$ cat src/shared/fpc_pkg.sv
// Constants, field layouts and carrier types of the front-panel console.
// Assumes one 100 MHz processor clock shared with the core and the register bus.
package fpc_pkg;

   // Clock and switch debounce timing.
   localparam int unsigned CLK_MHZ             = 100;
   localparam int unsigned DEBOUNCE_TIME_US    = 5000;
   localparam int unsigned DEBOUNCE_CYCLES_DEF = DEBOUNCE_TIME_US * CLK_MHZ;
   localparam int          DB_CNT_W            = 20;

   // Momentary and held panel switches, one debouncer each.
   localparam int NUM_KEYS      = 8;
   localparam int KEY_ADDR_LOAD = 0;
   localparam int KEY_EXTD_LOAD = 1;
   localparam int KEY_CLEAR     = 2;
   localparam int KEY_CONT      = 3;
   localparam int KEY_EXAM      = 4;
   localparam int KEY_HALT      = 5;
   localparam int KEY_STEP      = 6;
   localparam int KEY_DEP       = 7;

   // Register map, byte addresses on the AXI4-Lite slave.
   localparam int          AXI_ADDR_W  = 8;
   localparam logic [7:0]  OFS_SWITCH  = 8'h00;
   localparam logic [7:0]  OFS_SELECT  = 8'h04;
   localparam logic [7:0]  OFS_STATUS  = 8'h08;
   localparam logic [7:0]  OFS_CONSOLE = 8'h0c;
   localparam logic [7:0]  OFS_LAMPS   = 8'h10;
   localparam logic [1:0]  RESP_OKAY   = 2'h0;
   localparam logic [1:0]  RESP_SLVERR = 2'h2;

   // Word bits are numbered from the most significant end: bit n sits at index 11-n.
   localparam int ST_LINK    = 11;
   localparam int ST_GTF     = 10;
   localparam int ST_IRQ     = 9;
   localparam int ST_INHIBIT = 8;
   localparam int ST_IE      = 7;
   localparam int ST_USER    = 6;
   localparam int FLD_IF_LSB = 3;
   localparam int FLD_DF_LSB = 0;

   // Instruction decode for the user-mode privilege check.
   localparam logic [2:0] OP_IOT     = 3'h6;
   localparam logic [2:0] OP_OPERATE = 3'h7;
   localparam int         OP_LSB     = 9;
   localparam int         GRP2_BIT   = 8;
   localparam int         GRP3_BIT   = 0;
   localparam int         OSR_BIT    = 2;
   localparam int         HLT_BIT    = 1;

   typedef enum logic [2:0] {
      SEL_BUS    = 3'b000,
      SEL_MQ     = 3'b001,
      SEL_MD     = 3'b010,
      SEL_AC     = 3'b011,
      SEL_STATUS = 3'b100,
      SEL_STATE  = 3'b101
   } fpc_sel_t;

   typedef enum logic [1:0] {
      MS_IDLE  = 2'b00,
      MS_READ  = 2'b01,
      MS_WRITE = 2'b10
   } fpc_mstate_t;

   // What the console sees of the core and the backplane.
   typedef struct packed {
      logic [11:0] data_bus;
      logic [11:0] multiplier_quotient;
      logic [11:0] memory_data_bus;
      logic [11:0] accumulator;
      logic [11:0] memory_address_bus;
      logic [2:0]  extended_field_bus;
      logic        link;
      logic        greater_than_flag;
      logic        int_request;
      logic        int_inhibit;
      logic        int_enable;
      logic        user_mode;
      logic        fetch_start;
      logic        time_state_one;
      logic        mem_done;
   } fpc_core_view_t;

   // What the console drives towards the core and memory.
   typedef struct packed {
      logic        initialize;
      logic        run;
      logic        mem_start;
      logic        force_fetch;
      logic [11:0] console_memory_address;
      logic [2:0]  instr_field;
      logic [2:0]  data_field;
      logic [11:0] memory_buffer;
      logic        mem_req;
      logic        mem_write;
      logic [11:0] mem_wdata;
      logic        pc_increment;
      logic        privileged_inhibit;
      logic        stop_at_ts1;
   } fpc_core_ctl_t;

endpackage

$ cat src/design/fpc_debounce.sv
// Debouncer for one panel switch: a stable level and a one-cycle press pulse.
// Assumes the raw switch level is already synchronous to aclk.
module fpc_debounce
   import fpc_pkg::*;
#(
   parameter int unsigned CYCLES = DEBOUNCE_CYCLES_DEF
)
(
   input  wire logic aclk,
   input  wire logic aresetn,
   input  wire logic ce,
   input  wire logic raw,
   output logic      level,
   output logic      press
);

   typedef struct packed {
      logic                level;
      logic                press;
      logic [DB_CNT_W-1:0] cnt;
   } fpc_db_state_t;

   fpc_db_state_t s;
   fpc_db_state_t next_s;

   // A change must hold for the whole debounce time before it is believed.
   always_comb
   begin
      next_s       = s;
      next_s.press = 1'b0;
      if (raw != s.level)
      begin
         if (s.cnt == DB_CNT_W'(CYCLES - 1))
         begin
            next_s.level = raw;
            next_s.press = raw;
            next_s.cnt   = '0;
         end
         else
         begin
            next_s.cnt = s.cnt + DB_CNT_W'(1);
         end
      end
      else
      begin
         next_s.cnt = '0;
      end
   end

   always_ff @(posedge aclk)
   begin
      if (!aresetn)
         s <= '0;
      else if (ce)
         s <= next_s;
   end

   assign level = s.level;
   assign press = s.press;
endmodule // fpc_debounce

$ cat src/design/fpc_console.sv
// Front-panel console: manual operations, run control and lamp multiplexing.
// Assumes the core stops at its next fetch or TS1 when run drops, and answers mem_req with mem_done.
//
// What this block does
// - Address load copies switch value to console address and forces fetch next cycle.
// - Extended load puts switch bits 6-8 in instruction field, 9-11 in data field.
// - Clear emits initialize pulse zeroing accumulator, link, device flags, interrupt state.
// - Continue sets run and issues memory start from console address.
// - Examine reads memory at console address into buffer, then increments address and PC.
// - Deposit writes switch value to buffer and memory, then increments address and PC.
// - Halt clears run; processor stops at start of next fetch.
// - With halt held, each continue runs exactly one instruction.
// - Single step clears run; processor stops at TS1 of next machine cycle.
// - With single step held, each continue runs exactly one machine cycle.
// - Panel lock ignores all manual controls except switches, boot switch, run lamp.
// - Boot-request line released high when switch up, asserted when down.
// - Address lamps show field bus joined to address bus, fifteen bits.
// - Six-position selector: five positions choose the source of the twelve-bit display, the state position shows zero.
// - Status bits 0-5: link, greater-than, interrupt request, inhibit, enable, user mode.
// - Status bits 6-8 show instruction field, bits 9-11 data field.
// - In user mode, switch-OR, load-switches, I/O transfer and halt instructions are disabled.
// - Memory data display shows the memory data bus.
module fpc_console
   import fpc_pkg::*;
#(
   parameter int unsigned DEBOUNCE_CYCLES = DEBOUNCE_CYCLES_DEF
)
(
   input  wire logic                  aclk,
   input  wire logic                  aresetn,
   input  wire logic                  ce,
   input  wire logic [AXI_ADDR_W-1:0] s_axi_awaddr,
   input  wire logic                  s_axi_awvalid,
   output logic                       s_axi_awready,
   input  wire logic [31:0]           s_axi_wdata,
   input  wire logic [3:0]            s_axi_wstrb,
   input  wire logic                  s_axi_wvalid,
   output logic                       s_axi_wready,
   output logic [1:0]                 s_axi_bresp,
   output logic                       s_axi_bvalid,
   input  wire logic                  s_axi_bready,
   input  wire logic [AXI_ADDR_W-1:0] s_axi_araddr,
   input  wire logic                  s_axi_arvalid,
   output logic                       s_axi_arready,
   output logic [31:0]                s_axi_rdata,
   output logic [1:0]                 s_axi_rresp,
   output logic                       s_axi_rvalid,
   input  wire logic                  s_axi_rready,
   input  wire logic [NUM_KEYS-1:0]   keys_raw,
   input  wire logic                  panel_lock,
   input  wire logic                  boot_switch_down,
   input  wire logic                  boot_request_line_in,
   output logic                       boot_request_line_out,
   output logic                       boot_request_line_oe,
   input  wire fpc_core_view_t        core_in,
   output fpc_core_ctl_t              core_out,
   output logic                       run_lamp,
   output logic [14:0]                address_lamps,
   output logic [11:0]                data_lamps
);

   typedef struct packed {
      fpc_core_ctl_t ctl;
      logic [11:0]   sw;
      fpc_sel_t      sel;
      fpc_mstate_t   mst;
      logic          boot_drive;
      logic [14:0]   addr_lamps;
      logic [11:0]   data_lamps;
      logic          bvalid;
      logic [1:0]    bresp;
      logic          rvalid;
      logic [1:0]    rresp;
      logic [31:0]   rdata;
   } fpc_state_t;

   fpc_state_t          s;
   fpc_state_t          next_s;
   logic [NUM_KEYS-1:0] key_level;
   logic [NUM_KEYS-1:0] key_press;
   logic [NUM_KEYS-1:0] cmd;
   logic                halt_held;
   logic                step_held;
   logic                wr_take;
   logic                rd_take;
   logic                privileged;
   logic [11:0]         status_word;

   for (genvar k = 0; k < NUM_KEYS; k++)
   begin : g_key
      fpc_debounce #(
         .CYCLES (DEBOUNCE_CYCLES)
      ) u_db (
         .aclk    (aclk),
         .aresetn (aresetn),
         .ce      (ce),
         .raw     (keys_raw[k]),
         .level   (key_level[k]),
         .press   (key_press[k])
      );
   end

   // The lock leaves the switch value and the boot switch alive, so a running program is safe.
   assign cmd       = panel_lock ? '0 : key_press;
   assign halt_held = key_level[KEY_HALT] && !panel_lock;
   assign step_held = key_level[KEY_STEP] && !panel_lock;

   // Address and data are taken together; a pending response blocks the next write.
   assign wr_take = ce && s_axi_awvalid && s_axi_wvalid && !s.bvalid;
   assign rd_take = ce && s_axi_arvalid && !s.rvalid;

   assign privileged = (core_in.memory_data_bus[11:OP_LSB] == OP_IOT)
                    || (core_in.memory_data_bus[11:OP_LSB] == OP_OPERATE
                        && core_in.memory_data_bus[GRP2_BIT]
                        && !core_in.memory_data_bus[GRP3_BIT]
                        && (core_in.memory_data_bus[OSR_BIT] || core_in.memory_data_bus[HLT_BIT]));

   always_comb
   begin
      status_word                                = '0;
      status_word[ST_LINK]                       = core_in.link;
      status_word[ST_GTF]                        = core_in.greater_than_flag;
      status_word[ST_IRQ]                        = core_in.int_request;
      status_word[ST_INHIBIT]                    = core_in.int_inhibit;
      status_word[ST_IE]                         = core_in.int_enable;
      status_word[ST_USER]                       = core_in.user_mode;
      status_word[FLD_IF_LSB +: 3]               = s.ctl.instr_field;
      status_word[FLD_DF_LSB +: 3]               = s.ctl.data_field;
   end

   always_comb
   begin
      next_s                        = s;
      next_s.ctl.initialize         = 1'b0;
      next_s.ctl.mem_start          = 1'b0;
      next_s.ctl.force_fetch        = 1'b0;
      next_s.ctl.pc_increment       = 1'b0;
      next_s.ctl.privileged_inhibit = core_in.user_mode && core_in.fetch_start && privileged;
      next_s.ctl.stop_at_ts1        = step_held;
      next_s.boot_drive             = boot_switch_down;

      if (cmd[KEY_ADDR_LOAD])
      begin
         next_s.ctl.console_memory_address = s.sw;
         next_s.ctl.force_fetch            = 1'b1;
      end
      if (cmd[KEY_EXTD_LOAD])
      begin
         next_s.ctl.instr_field = s.sw[FLD_IF_LSB +: 3];
         next_s.ctl.data_field  = s.sw[FLD_DF_LSB +: 3];
      end
      if (cmd[KEY_CLEAR])
         next_s.ctl.initialize = 1'b1;

      // The stop points: after one instruction with halt held, after one cycle with step held.
      if (cmd[KEY_HALT] || cmd[KEY_STEP])
         next_s.ctl.run = 1'b0;
      if (s.ctl.run && halt_held && core_in.fetch_start)
         next_s.ctl.run = 1'b0;
      if (s.ctl.run && step_held && core_in.time_state_one)
         next_s.ctl.run = 1'b0;

      // Continue wins over a stop in the same cycle; a press while a memory cycle is pending (mst not MS_IDLE) is dropped.
      if (cmd[KEY_CONT] && s.mst == MS_IDLE)
      begin
         next_s.ctl.run       = 1'b1;
         next_s.ctl.mem_start = 1'b1;
      end

      case (s.mst)
         MS_IDLE:
         begin
            if (cmd[KEY_EXAM] && !s.ctl.run)
            begin
               next_s.ctl.mem_req   = 1'b1;
               next_s.ctl.mem_write = 1'b0;
               next_s.mst           = MS_READ;
            end
            else if (cmd[KEY_DEP] && !s.ctl.run)
            begin
               next_s.ctl.memory_buffer = s.sw;
               next_s.ctl.mem_wdata     = s.sw;
               next_s.ctl.mem_req       = 1'b1;
               next_s.ctl.mem_write     = 1'b1;
               next_s.mst               = MS_WRITE;
            end
         end
         MS_READ, MS_WRITE:
         begin
            if (core_in.mem_done)
            begin
               if (s.mst == MS_READ)
                  next_s.ctl.memory_buffer = core_in.memory_data_bus;
               next_s.ctl.mem_req                = 1'b0;
               next_s.ctl.mem_write              = 1'b0;
               next_s.ctl.console_memory_address = s.ctl.console_memory_address + 12'h001;
               next_s.ctl.pc_increment           = 1'b1;
               next_s.mst                        = MS_IDLE;
            end
         end
         default:
         begin
            next_s.mst = MS_IDLE;
         end
      endcase

      next_s.addr_lamps = {core_in.extended_field_bus, core_in.memory_address_bus};
      case (s.sel)
         SEL_BUS:    next_s.data_lamps = core_in.data_bus;
         SEL_MQ:     next_s.data_lamps = core_in.multiplier_quotient;
         SEL_MD:     next_s.data_lamps = core_in.memory_data_bus;
         SEL_AC:     next_s.data_lamps = core_in.accumulator;
         SEL_STATUS: next_s.data_lamps = status_word;
         default:    next_s.data_lamps = 12'h000;
      endcase

      if (s.bvalid && s_axi_bready)
         next_s.bvalid = 1'b0;
      if (wr_take)
      begin
         next_s.bvalid = 1'b1;
         next_s.bresp  = RESP_OKAY;
         if (s_axi_awaddr == OFS_SWITCH)
         begin
            if (s_axi_wstrb[0])
               next_s.sw[7:0] = s_axi_wdata[7:0];
            if (s_axi_wstrb[1])
               next_s.sw[11:8] = s_axi_wdata[11:8];
         end
         else if (s_axi_awaddr == OFS_SELECT)
         begin
            if (s_axi_wstrb[0])
               next_s.sel = fpc_sel_t'(s_axi_wdata[2:0]);
         end
         else if (s_axi_awaddr != OFS_STATUS && s_axi_awaddr != OFS_CONSOLE && s_axi_awaddr != OFS_LAMPS)
            next_s.bresp = RESP_SLVERR;
      end

      if (s.rvalid && s_axi_rready)
         next_s.rvalid = 1'b0;
      if (rd_take)
      begin
         next_s.rvalid = 1'b1;
         next_s.rresp  = RESP_OKAY;
         if (s_axi_araddr == OFS_SWITCH)
            next_s.rdata = {20'h00000, s.sw};
         else if (s_axi_araddr == OFS_SELECT)
            next_s.rdata = {29'h00000000, s.sel};
         else if (s_axi_araddr == OFS_STATUS)
            next_s.rdata = {26'h0000000, s.mst, boot_request_line_in, s.boot_drive, panel_lock, s.ctl.run};
         else if (s_axi_araddr == OFS_CONSOLE)
            next_s.rdata = {14'h0000, s.ctl.instr_field, s.ctl.data_field, s.ctl.console_memory_address};
         else if (s_axi_araddr == OFS_LAMPS)
            next_s.rdata = {5'h00, s.addr_lamps, s.data_lamps};
         else
         begin
            next_s.rdata = 32'h00000000;
            next_s.rresp = RESP_SLVERR;
         end
      end
   end

   always_ff @(posedge aclk)
   begin
      if (!aresetn)
         s <= '0;
      else if (ce)
         s <= next_s;
   end

   assign s_axi_awready         = wr_take;
   assign s_axi_wready          = wr_take;
   assign s_axi_bvalid          = s.bvalid;
   assign s_axi_bresp           = s.bresp;
   assign s_axi_arready         = rd_take;
   assign s_axi_rvalid          = s.rvalid;
   assign s_axi_rdata           = s.rdata;
   assign s_axi_rresp           = s.rresp;
   assign boot_request_line_out = 1'b0;
   assign boot_request_line_oe  = s.boot_drive;
   assign core_out              = s.ctl;
   assign run_lamp              = s.ctl.run;
   assign address_lamps         = s.addr_lamps;
   assign data_lamps            = s.data_lamps;
endmodule // fpc_console

$ cat config.mk
export PLATFORM = sky130hd
export DESIGN_NAME = fpc_console
export DESIGN_NICKNAME = d
export VERILOG_FILES = /design/src/shared/fpc_pkg.sv /design/src/design/fpc_debounce.sv /design/src/design/fpc_console.sv
export SDC_FILE = /design/constraint.sdc
export NUM_CORES = 1
export LEC_CHECK = 0
export BUFFER_PORTS_ARGS = -buffer_cell sky130_fd_sc_hd__buf_2
export CORE_ASPECT_RATIO = 1.2
export CORE_MARGIN = 2
export CORE_UTILIZATION = 55
export DETAILED_ROUTE_END_ITERATION = 10
export PLACE_DENSITY = 0.79
export SLEW_MARGIN = 20
export SYNTH_ARGS = -nofsm -noshare
export SYNTH_HDL_FRONTEND = slang
export SYNTH_SLANG_ARGS = --single-unit
export TNS_END_PERCENT = 5
$ cat constraint.sdc
create_clock -name aclk -period 6.23 [get_ports aclk]
set_input_delay 0.623 -clock aclk [delete_from_list [all_inputs] [get_ports aclk]]
set_output_delay 0.623 -clock aclk [all_outputs]
set_load 0.02 [all_outputs]
==> results.yml, run 1 <==
power_and_ir_drop:
  powerDensity_nw_per_um2: 241.0
  clkPwrFrac_pct: 45.4
  seq_power_share_pct: 48.9
  cellInternalPower_mw: 3.109
  power.leakage_nw: 6.293
  p_comb_share_pct: 5.7
  ir_worst_vdd_uv: 216.4
  p_sw_share_pct: 22.82
  power_switching_uw: 918.9
timing:
  timing.hold.ws_ps: 302.6
  final_max_slew_viol_count: 0
  setup_slack_ps: 3306
  min_period_ps: 2924
  max_slew_margin_pct: 43.27
  setup_violations: 0
  post-route-period-util_pct: 46.93
  max_freq_mhz: 342.1
  tns_ps: 0
  rsz0062_at_grt: "false"
  hold_viol: 0
  tightest_slew_ps: 844.5
  finClkSkew_ps: 16.78
final_layout:
  drive_above_1_share_pct: 16.49
  finalNonFillerCells: 2274
  nets: 2065
  fin_area_sq_um: 16710
  areaGrowthSynthToFinish_pct: 9.620
  antenna_cells: 0
clock_tree:
  numCtsBuffers: 30
  post_cts_resized: 0
  cts_tree: "yes"
  cts-root-buf: "clkbuf_16"
  clk_latency_ps: 550
  cts.sinks: 303
  post_cts_buffers: 0
  cts_htree_levels: 1
  clk_pin_slew_ps: 60
  holdBufCountCts: 0
  clock_path_buffers: 3
synthesis:
  ys_ff_latch: 303
  ys_types: 72
  ys_seq_area_share_pct: 39.79
  synth_ff_type: "dfxtp_1"
  synth_area_sq_um: 15240
  ys_async_sr_fraction_pct: 0
  synth_compound_area_share_pct: 11.98
  synth_edf_count: 0
  synth_top_family_by_area: "simple AND/OR/NAND/NOR gates"
  ys_warn_count: 0
  synth_area_per_cell_sq_um: 8.321
  synthAdderAreaFrac_pct: 0.9850
  synthSimpleGateAreaFrac_pct: 25.40
  syn_inst: 1832
  synth.area.mux_share_pct: 6.304
  synth_xor_area_share_pct: 6.608
placement:
  dp_slack_ps: 2832
  dp_hpwl_microns: 27620
  port_buffers: 234
  dpl_cell_area_sq_um: 15700
  gp_congestion: 0.8878
  dp_cells: 2218
global_routing:
  met3_usage_pct: 4.575
  first_global_vias: 12440
  grtUsageMet1_pct: 28.91
  grt_usage_pct: 25.07
  overflow: 0
  grt_busiest_layer: "met2"
  antenna_found_initial: 2
  grtUsageMet2_pct: 44.26
  grt_pass1_wl_microns: 60780
  grt_max_degree: 63
die:
  die_y_microns: 186.4
  start_util_pct: 56.11
  dieArea_sq_um: 29070
  die_w_microns: 156.0
  core_area_sq_um: 27170
  io_pins: 265
  rows: 66
route:
  first_pass_iters: 5
  ant_nets: 0
  drc_errors: 0
  via_per_inst: 5.888
  dr_total_vias: 13390
  drt_iter0_markers: 850
  wl_microns: 38580
  avgRoutedWirePerCell_microns: 16.96
critical_path:
  path_cells: "buf_4 > inv_2 > buf_4 > nor2_1 > nand2_1 > nand2_1 > a21oi_1"
  cp.depth: 7
  crit_type: "in -> reg"
  critPathCapture: "core_out[31]"
  critical_path.startpoint: "ce"
  crit_buf_inv: 3
  max_stage_delay_ps: 630
  worstPathRequired_ps: 6630
  arrival_ps: 3320
  reg2reg_depth: 5
  r2r-end: "core_out[46]"
  reg2reg_slack_ps: 3480
  r2r_start: "s[67]"
  path_delay_family: "buffers and inverters"
  start_kind: "primary input"
  crit_fanout: 62
  worst_setup_path_end_kind: "flop"
  slowest_stage: "buf_4"
job:
  max_cap_violations: 0
min_path:
  holdCritPathClass: "in -> reg"
run_status:
  status: "finished clean"
[cell usage after synthesis, types with 37 or more instances]
cell / instances / area [sq um]
xor2_1: 38 / 332.8
o21ai_0: 71 / 355.3
mux2i_1: 87 / 870.8
nor2_1: 256 / 960.9
nand2_1: 150 / 563.0
a21oi_1: 97 / 485.5
and3_1: 37 / 231.5
xnor2_1: 77 / 674.4
nand4_1: 40 / 250.2
clkbuf_1: 59 / 221.5
dfxtp_1: 303 / 6066
nand3_1: 89 / 445.4
buf_4: 121 / 908.4
nor3_1: 43 / 215.2
[cell families after synthesis]
family          after synthesis
fa+ha+maj                    12
buf+inv                     234
compound gates              298
simple gates                776
other cells                   1
xor+xnor                    115
flops                       303
mux                          93
[state kept, by name, summed over array words and instances (netlist names)]
register,count
s_axi_bvalid,1
g_key.u_db.level,8
data_lamps,12
g_key.u_db.s,160
boot_request_line_oe,1
s_axi_rdata,27
g_key.u_db.press,8
core_out,50
s_axi_rvalid,1
s,17
address_lamps,15
s_axi_rresp,1
run_lamp,1
s_axi_bresp,1
[power by group through the flow]
stage	clock, mW	sequential, mW	combinational (mW)
final	1.83	1.97	0.228
after global routing	1.95	1.97	0.247
after CTS	1.86	1.97	0.227
after detailed placement	0	2.01	0.226
after global placement	0	2.01	0.222
after floorplan	0	2.01	0.154
[per-stage QoR]
| step | power (mW) | utilization, % |
|---|---|---|
| CTS | 4.058 | 61.50 |
| finish | 4.028 | 61.50 |
| floorplan | 2.162 | - |
| detailed placement | 2.238 | 57.78 |
| global placement | 2.233 | 57.78 |
| global route | 4.162 | 61.50 |
[worst min-delay path by stage]
stage / startpoint / to / slack [ps] / cells past startpoint
finish: s_axi_wdata[11] / s[82] / 300 / 3
global route: s_axi_wdata[7] / s[78] / 310 / 3
CTS: s_axi_wdata[11] / s[82] / 290 / 3
detailed placement: s_axi_rdata[17] / s_axi_rdata[17] / 450 / 2
global placement: s_axi_rdata[15] / s_axi_rdata[15] / 440 / 2
floorplan: s_axi_rdata[12] / s_axi_rdata[12] / 430 / 2
[metal layers]
metal  vias to the layer above  routed length (microns)  part of all wire [%]
met3                       110                     2813                   7.3
met1                      6292                    15340                    40
met4                         4                     1897                   4.9
met2                       488                    18500                    48
met5                         -                       28                 0.073
li1                       6495                        -                     -
[layout make-up]
type                    instances  area, sq um
repair buffers                244         1249
clock buffers                  46        902.1
multi-input cells            1302         7848
inverters                      29        111.4
well taps                     340        425.4
flip-flops and latches        303         6066
fillers                      2368        10460
clock inverters                10        108.9
[layout by cell type (no fill, tap or decap), drive strengths merged, types with 9 or more instances in the layout]
cell,Yosys,routed
a22oi,27,27
mux2i,87,87
ha,12,12
nor2,257,257
buf,146,244
or3,10,10
nand3,90,90
nor2b,13,13
nor4,25,25
and4,17,17
xor2,38,38
and2,9,9
o211ai,15,15
a21oi,98,98
nor4b,10,10
nand3b,12,12
xnor2,77,77
and3,38,38
dfxtp,303,303
nor3b,11,11
nand2b,18,18
a31oi,13,13
clkbuf,59,46
o22ai,15,15
nor3,45,45
or4,9,9
inv,29,30
a211oi,15,15
nand2,150,150
o21ai,73,73
nand4,40,40
[worst min-delay path: cells and delay by family]
| kind | cells | cell delay, ps |
|---|---|---|
| buffers and inverters | 1 | 70 |
| and+or+nand+nor | 1 | 70 |
| muxes | 1 | 50 |
No activity file was read; power rests on OpenSTA's default activity.
==> run 2, diff against run 1 <==
--- a/config.mk
+++ b/config.mk
@@ -8,9 +8,9 @@
 export BUFFER_PORTS_ARGS = -buffer_cell sky130_fd_sc_hd__buf_2
 export CORE_ASPECT_RATIO = 1.2
 export CORE_MARGIN = 2
-export CORE_UTILIZATION = 55
+export CORE_UTILIZATION = 51
 export DETAILED_ROUTE_END_ITERATION = 10
-export PLACE_DENSITY = 0.79
+export PLACE_DENSITY = 0.77
 export SLEW_MARGIN = 20
 export SYNTH_ARGS = -nofsm -noshare
 export SYNTH_HDL_FRONTEND = slang
==> constraint.sdc (replaced) <==
create_clock -name aclk -period 2.3 [get_ports aclk]
set_input_delay 0.23 -clock aclk [delete_from_list [all_inputs] [get_ports aclk]]
set_output_delay 0.23 -clock aclk [all_outputs]
set_load 0.02 [all_outputs]
==> run 2 against run 1 <==
  * Global-route usage shrank 0.32 points
  * Clock power grew to 2.8 times the previous value
  * Largest power group unchanged
  * Largest cell class unchanged
  * Count of clock-buffer cells in the layout shrank 8
  * Hold slack lost 270 ps
  * Core utilization shrank 2.0 points
  * Routed wire length grew 5.1%
  * Final cell count grew 5.8%
  * Flip-flop and latch count is the same
==> results.yml, run 2 (synthesis results as in run 1) <==
timing:
  post-route-period-util_pct: 89.61
  tns_ps: 0
  final_max_slew_viol_count: 0
  min_period_ps: 2061
  max_slew_margin_pct: 41.65
  hold_viol: 0
  tightest_slew_ps: 874.1
  finClkSkew_ps: 31.87
  max_freq_mhz: 485.2
  timing.hold.ws_ps: 37.15
  setup_violations: 0
  rsz0062_at_grt: "false"
clock_tree:
  clk_pin_slew_ps: 60
  post_cts_resized: 0
  post_cts_buffers: 0
  clock_path_buffers: 3
  cts_tree: "yes"
  cts.sinks: 303
  cts-root-buf: "clkbuf_16"
  clk_latency_ps: 570
  numCtsBuffers: 30
  cts_htree_levels: 1
route:
  wl_microns: 40540
  via_per_inst: 5.676
  drc_errors: 0
  first_pass_iters: 5
  ant_nets: 0
  drt_iter0_markers: 980
  avgRoutedWirePerCell_microns: 16.85
  dr_total_vias: 13660
critical_path:
  worstPathRequired_ps: 2710
  start_kind: "flop"
  arrival_ps: 2470
  worst_setup_path_end_kind: "flop"
  crit_fanout: 12
  crit_type: "reg -> reg"
global_routing:
  grt_pass1_wl_microns: 64610
  first_global_vias: 12950
  grt_max_degree: 61
  overflow: 0
  antenna_found_initial: 2
  grt_usage_pct: 24.75
die:
  die_w_microns: 161.8
  start_util_pct: 51.63
  die_y_microns: 193.4
  io_pins: 265
  dieArea_sq_um: 31290
  core_area_sq_um: 29530
  rows: 69
final_layout:
  largest_register_ffs: 160
  top_register: "g_key.u_db.s"
  layout_commonest_cell: "dfxtp_1"
  nets: 2147
  areaGrowthSynthToFinish_pct: 15.19
  drive_above_1_share_pct: 18.02
  final_cell_mix: "303 x dfxtp_1, 256 x nor2_1, 233 x buf_2"
job:
  max_cap_violations: 0
run_status:
  status: "finished clean"
min_path:
  holdCritPathClass: "in -> reg"
placement:
  dp_hpwl_microns: 28840
  port_buffers: 234
  gp_congestion: 0.8811
power_and_ir_drop:
  ir_worst_vdd_uv: 477.1
  powerDensity_nw_per_um2: 639.7
  power.leakage_nw: 6.698
-- run 2: cell types whose count changed in the layout (fill, tap and decap cells not counted), sizes merged --
| cell | change |
|---|---|
| diode | +2 |
| clkbuf | -8 |
| bufinv | +3 |
| buf | +42 |
| dlygate4sd3 | +40 |
| clkinvlp | +1 |
| clkinv | +2 |
-- run 2: cell type report --
cell class / count / area [sq um]
Fill cell: 2549 / 11970
Multi-Input combinational cell: 1302 / 7848
Sequential cell: 303 / 6066
Timing Repair Buffer: 326 / 1989
Clock buffer: 38 / 820.8
Tap cell: 390 / 488.0
Clock inverter: 16 / 230.2
Inverter: 29 / 111.4
Antenna cell: 2 / 5.005
-- run 2: layer usage --
layer	global-route usage, %	share of wire (%)
met1	28.76	40
met3	3.774	6.3
met5	0	0
met2	43.81	49
met4	12.62	5.1
-- run 2: per-stage QoR --
stage	std cells	setup slack (ps)	power, mW	utilization (%)	instance area (sq um)
6_report	2406	238.9	11.23	59.47	17560
5_1_grt	2406	12.94	11.59	59.47	17560
4_1_cts	2404	216.7	11.31	59.45	17550
3_5_place_dp	2310	267.4	6.103	54.53	16100
3_3_place_gp	2310	296.1	6.089	54.53	16100
2_1_floorplan	1839	326.5	5.858	-	15270
-- run 2: final timing paths --
check	slack (ps)	from	to	cells past startpoint
worst max register to register	240	g_key[5].u_db.s[14]	g_key[5].u_db.s[7]	5
worst min register to register	450	s_axi_rdata[14]	s_axi_rdata[14]	2
worst min-delay path	40	keys_raw[0]	g_key[0].u_db.level	3
worst max-delay path	240	g_key[5].u_db.s[14]	g_key[5].u_db.s[7]	5
-- run 2: power by group --
part	leakage (nW)	switching [mW]	internal, mW
combinational	3.74	0.440	0.280
sequential	2.45	0.0410	5.29
clock	0.511	2.09	3.09
-- run 2: timing repair --
item                       in CTS  in global routing
setup endpoints to repair       0                  0
hold buffers                   40                  0
hold endpoints to repair       46                  0
-- run 2: worst max-delay path, stage by stage, from the launching register on --
cell and delay, ps:
dfxtp_1 360, nor4b_1 350, nand4_1 240, o211ai_1 380
and2_1 470, nor2_1 100
==> run 3, diff against run 2 <==
==> constraint.sdc (replaced) <==
create_clock -name aclk -period 1.8 [get_ports aclk]
set_input_delay 0.18 -clock aclk [delete_from_list [all_inputs] [get_ports aclk]]
set_output_delay 0.18 -clock aclk [all_outputs]
set_load 0.02 [all_outputs]
==> run 3 against run 2 <==
  * Flip-flop and latch count did not move
  * Global-route usage rose by 1.6 points
  * Routed wire length rose by 6.0%
  * Setup slack got worse by 240 ps
  * Clock power rose by 26%
  * Cell area rose by 6.8%
  * Critical path type unchanged
==> results.yml, run 3 (synthesis results as in run 1) <==
min_path:
  worstHoldEndpoint: "core_out[22]"
  min_path_cells: 3
  hold_path_startpoint: "core_in[41]"
  holdCritPathClass: "in -> reg"
critical_path:
  start_kind: "flop"
  critical_path.startpoint: "g_key[3].u_db.s[8]"
  crit_buf_inv: 0
  r2r_start: "g_key[3].u_db.s[8]"
  arrival_ps: 2280
  reg2reg_slack_ps: 3
  path_delay_family: "simple AND/OR/NAND/NOR gates"
  crit_fanout: 4
  r2r-end: "g_key[3].u_db.s[17]"
  max_stage_delay_ps: 540
  reg2reg_depth: 5
  worstPathRequired_ps: 2290
  crit_type: "reg -> reg"
  path_cells: "nand4_1 > or4_4 > or2_4 > or3_1 > a21oi_1"
  slowest_stage: "or4_4"
  worst_setup_path_end_kind: "flop"
timing:
  tightest_slew_ps: 504.2
  max_freq_mhz: 556.4
  max_slew_margin_pct: 66.38
  timing.hold.ws_ps: 33.84
  hold_viol: 0
  setup_slack_ps: 2.625
  min_period_ps: 1797
  final_max_slew_viol_count: 0
  finClkSkew_ps: 10.31
  rsz0062_at_grt: "true"
  post-route-period-util_pct: 99.85
  setup_violations: 0
power_and_ir_drop:
  power.leakage_nw: 7.335
  ir_worst_vdd_uv: 680.1
  total_power_mw: 14.34
  powerDensity_nw_per_um2: 765.2
final_layout:
  areaGrowthSynthToFinish_pct: 22.97
  final.fill_count: 2444
  layout_commonest_cell: "dfxtp_1"
  nets: 2256
  fin_area_sq_um: 18750
  drive_above_1_share_pct: 24.16
  top_register: "g_key.u_db.s"
  final_cell_mix: "290 x dfxtp_1, 254 x nor2_1, 232 x buf_2"
  largest_register_ffs: 160
  multi_input_area_sq_um: 8023
  final_util_pct: 63.49
  regArea_sq_um: 6087
global_routing:
  grt_pass1_wl_microns: 68700
  first_global_vias: 13940
  grt_usage_pct: 26.34
  antenna_found_initial: 2
  overflow: 0
  grt_max_degree: 84
job:
  max_cap_violations: 0
placement:
  port_buffers: 234
  dpl_cell_area_sq_um: 17020
  gp_congestion: 0.9224
  dp_slack_ps: -48.29
  dp_hpwl_microns: 30630
clock_tree:
  cts.sinks: 303
  cts-root-buf: "clkbuf_16"
  clk_pin_slew_ps: 70
  cts_htree_levels: 1
  numCtsBuffers: 30
  clk_latency_ps: 550
  clock_path_buffers: 3
  cts_tree: "yes"
route:
  avgRoutedWirePerCell_microns: 17.09
  drc_errors: 0
  wl_microns: 42980
  first_pass_iters: 6
  drt_iter0_markers: 958
  dr_total_vias: 14280
  via_per_inst: 5.676
  ant_nets: 0
die:
  core_area_sq_um: 29530
  die_y_microns: 193.4
  dieArea_sq_um: 31290
  die_w_microns: 161.8
  rows: 69
  io_pins: 265
  start_util_pct: 51.63
run_status:
  status: "finished clean"
==> run 3: changes by cell type in the layout (fill, tap and decap cells not counted), moves of 4 or more <==
cell / previous run / this run
clkbuf_8: 4 / 8
buf_4: 51 / 138
o21ai_0: 71 / 66
nor4_2: 0 / 4
buf_12: 2 / 14
dfxtp_1: 303 / 290
nor4b_1: 10 / 5
dfxtp_2: 0 / 11
nor4_1: 25 / 20
buf_6: 0 / 5
nor4b_2: 0 / 5
dlygate4sd3_1: 40 / 46
==> run 3: through the flow <==
step	setup TNS, ps	instances
after floorplan	-411.0	1839
after global placement	-168.9	2412
after detailed placement	-518.0	2412
after CTS	-80.09	2512
after global routing	-2423	2515
final	0	2515
==> run 3: timing repair <==
action                                 in CTS  in global routing
pin swaps                                   2                 12
resized for setup                          14                 49
buffers inserted                            0                  1
hold buffers                               46                  0
setup endpoints to repair                  26                145
endpoints found under the hold margin      49                  0
==> run 3: final cells by class <==
cell class | instances | share of cell area [%]
Inverter | 29 | 0.5940
Sequential cell | 303 | 32.47
Tap cell | 390 | 2.603
Timing Repair Buffer | 435 | 15.97
Clock inverter | 11 | 0.7275
Multi-Input combinational cell | 1302 | 42.80
Clock buffer | 43 | 4.806
Antenna cell | 2 | 0.02670
==> run 3: worst max path at each step <==
stage	to	slack, ps	cells after the start
floorplan	core_out[43]	-50	9
global placement	g_key[6].u_db.press	-60	7
detailed placement	s[68]	-50	6
CTS	g_key[3].u_db.s[17]	-40	5
global route	g_key[5].u_db.s[12]	-140	7
finish	g_key[3].u_db.s[17]	3	5
==> run 3: per-layer routing <==
metal  vias to the layer above  global-route usage [%]  share of wire [%]
met3                       142                   4.438                6.8
li1                       6865                       -                  -
met2                       543                   46.37                 49
met4                         0                   15.04                5.6
met1                      6726                   29.89                 38
met5                         -                       0                  0
==> run 3: tightest hold or removal path: stages <==
cell and delay (ps):
buf_2 110, a22oi_1 160, a211oi_1 90
==> run 3: where the power goes <==
part	total [mW]	leakage (nW)	internal, mW	switching (mW)
registers	6.81	2.45	6.76	0.0502
logic	1.02	4.37	0.432	0.592
clock network	6.51	0.514	3.88	2.62
total	14.3	7.34	11.1	3.27
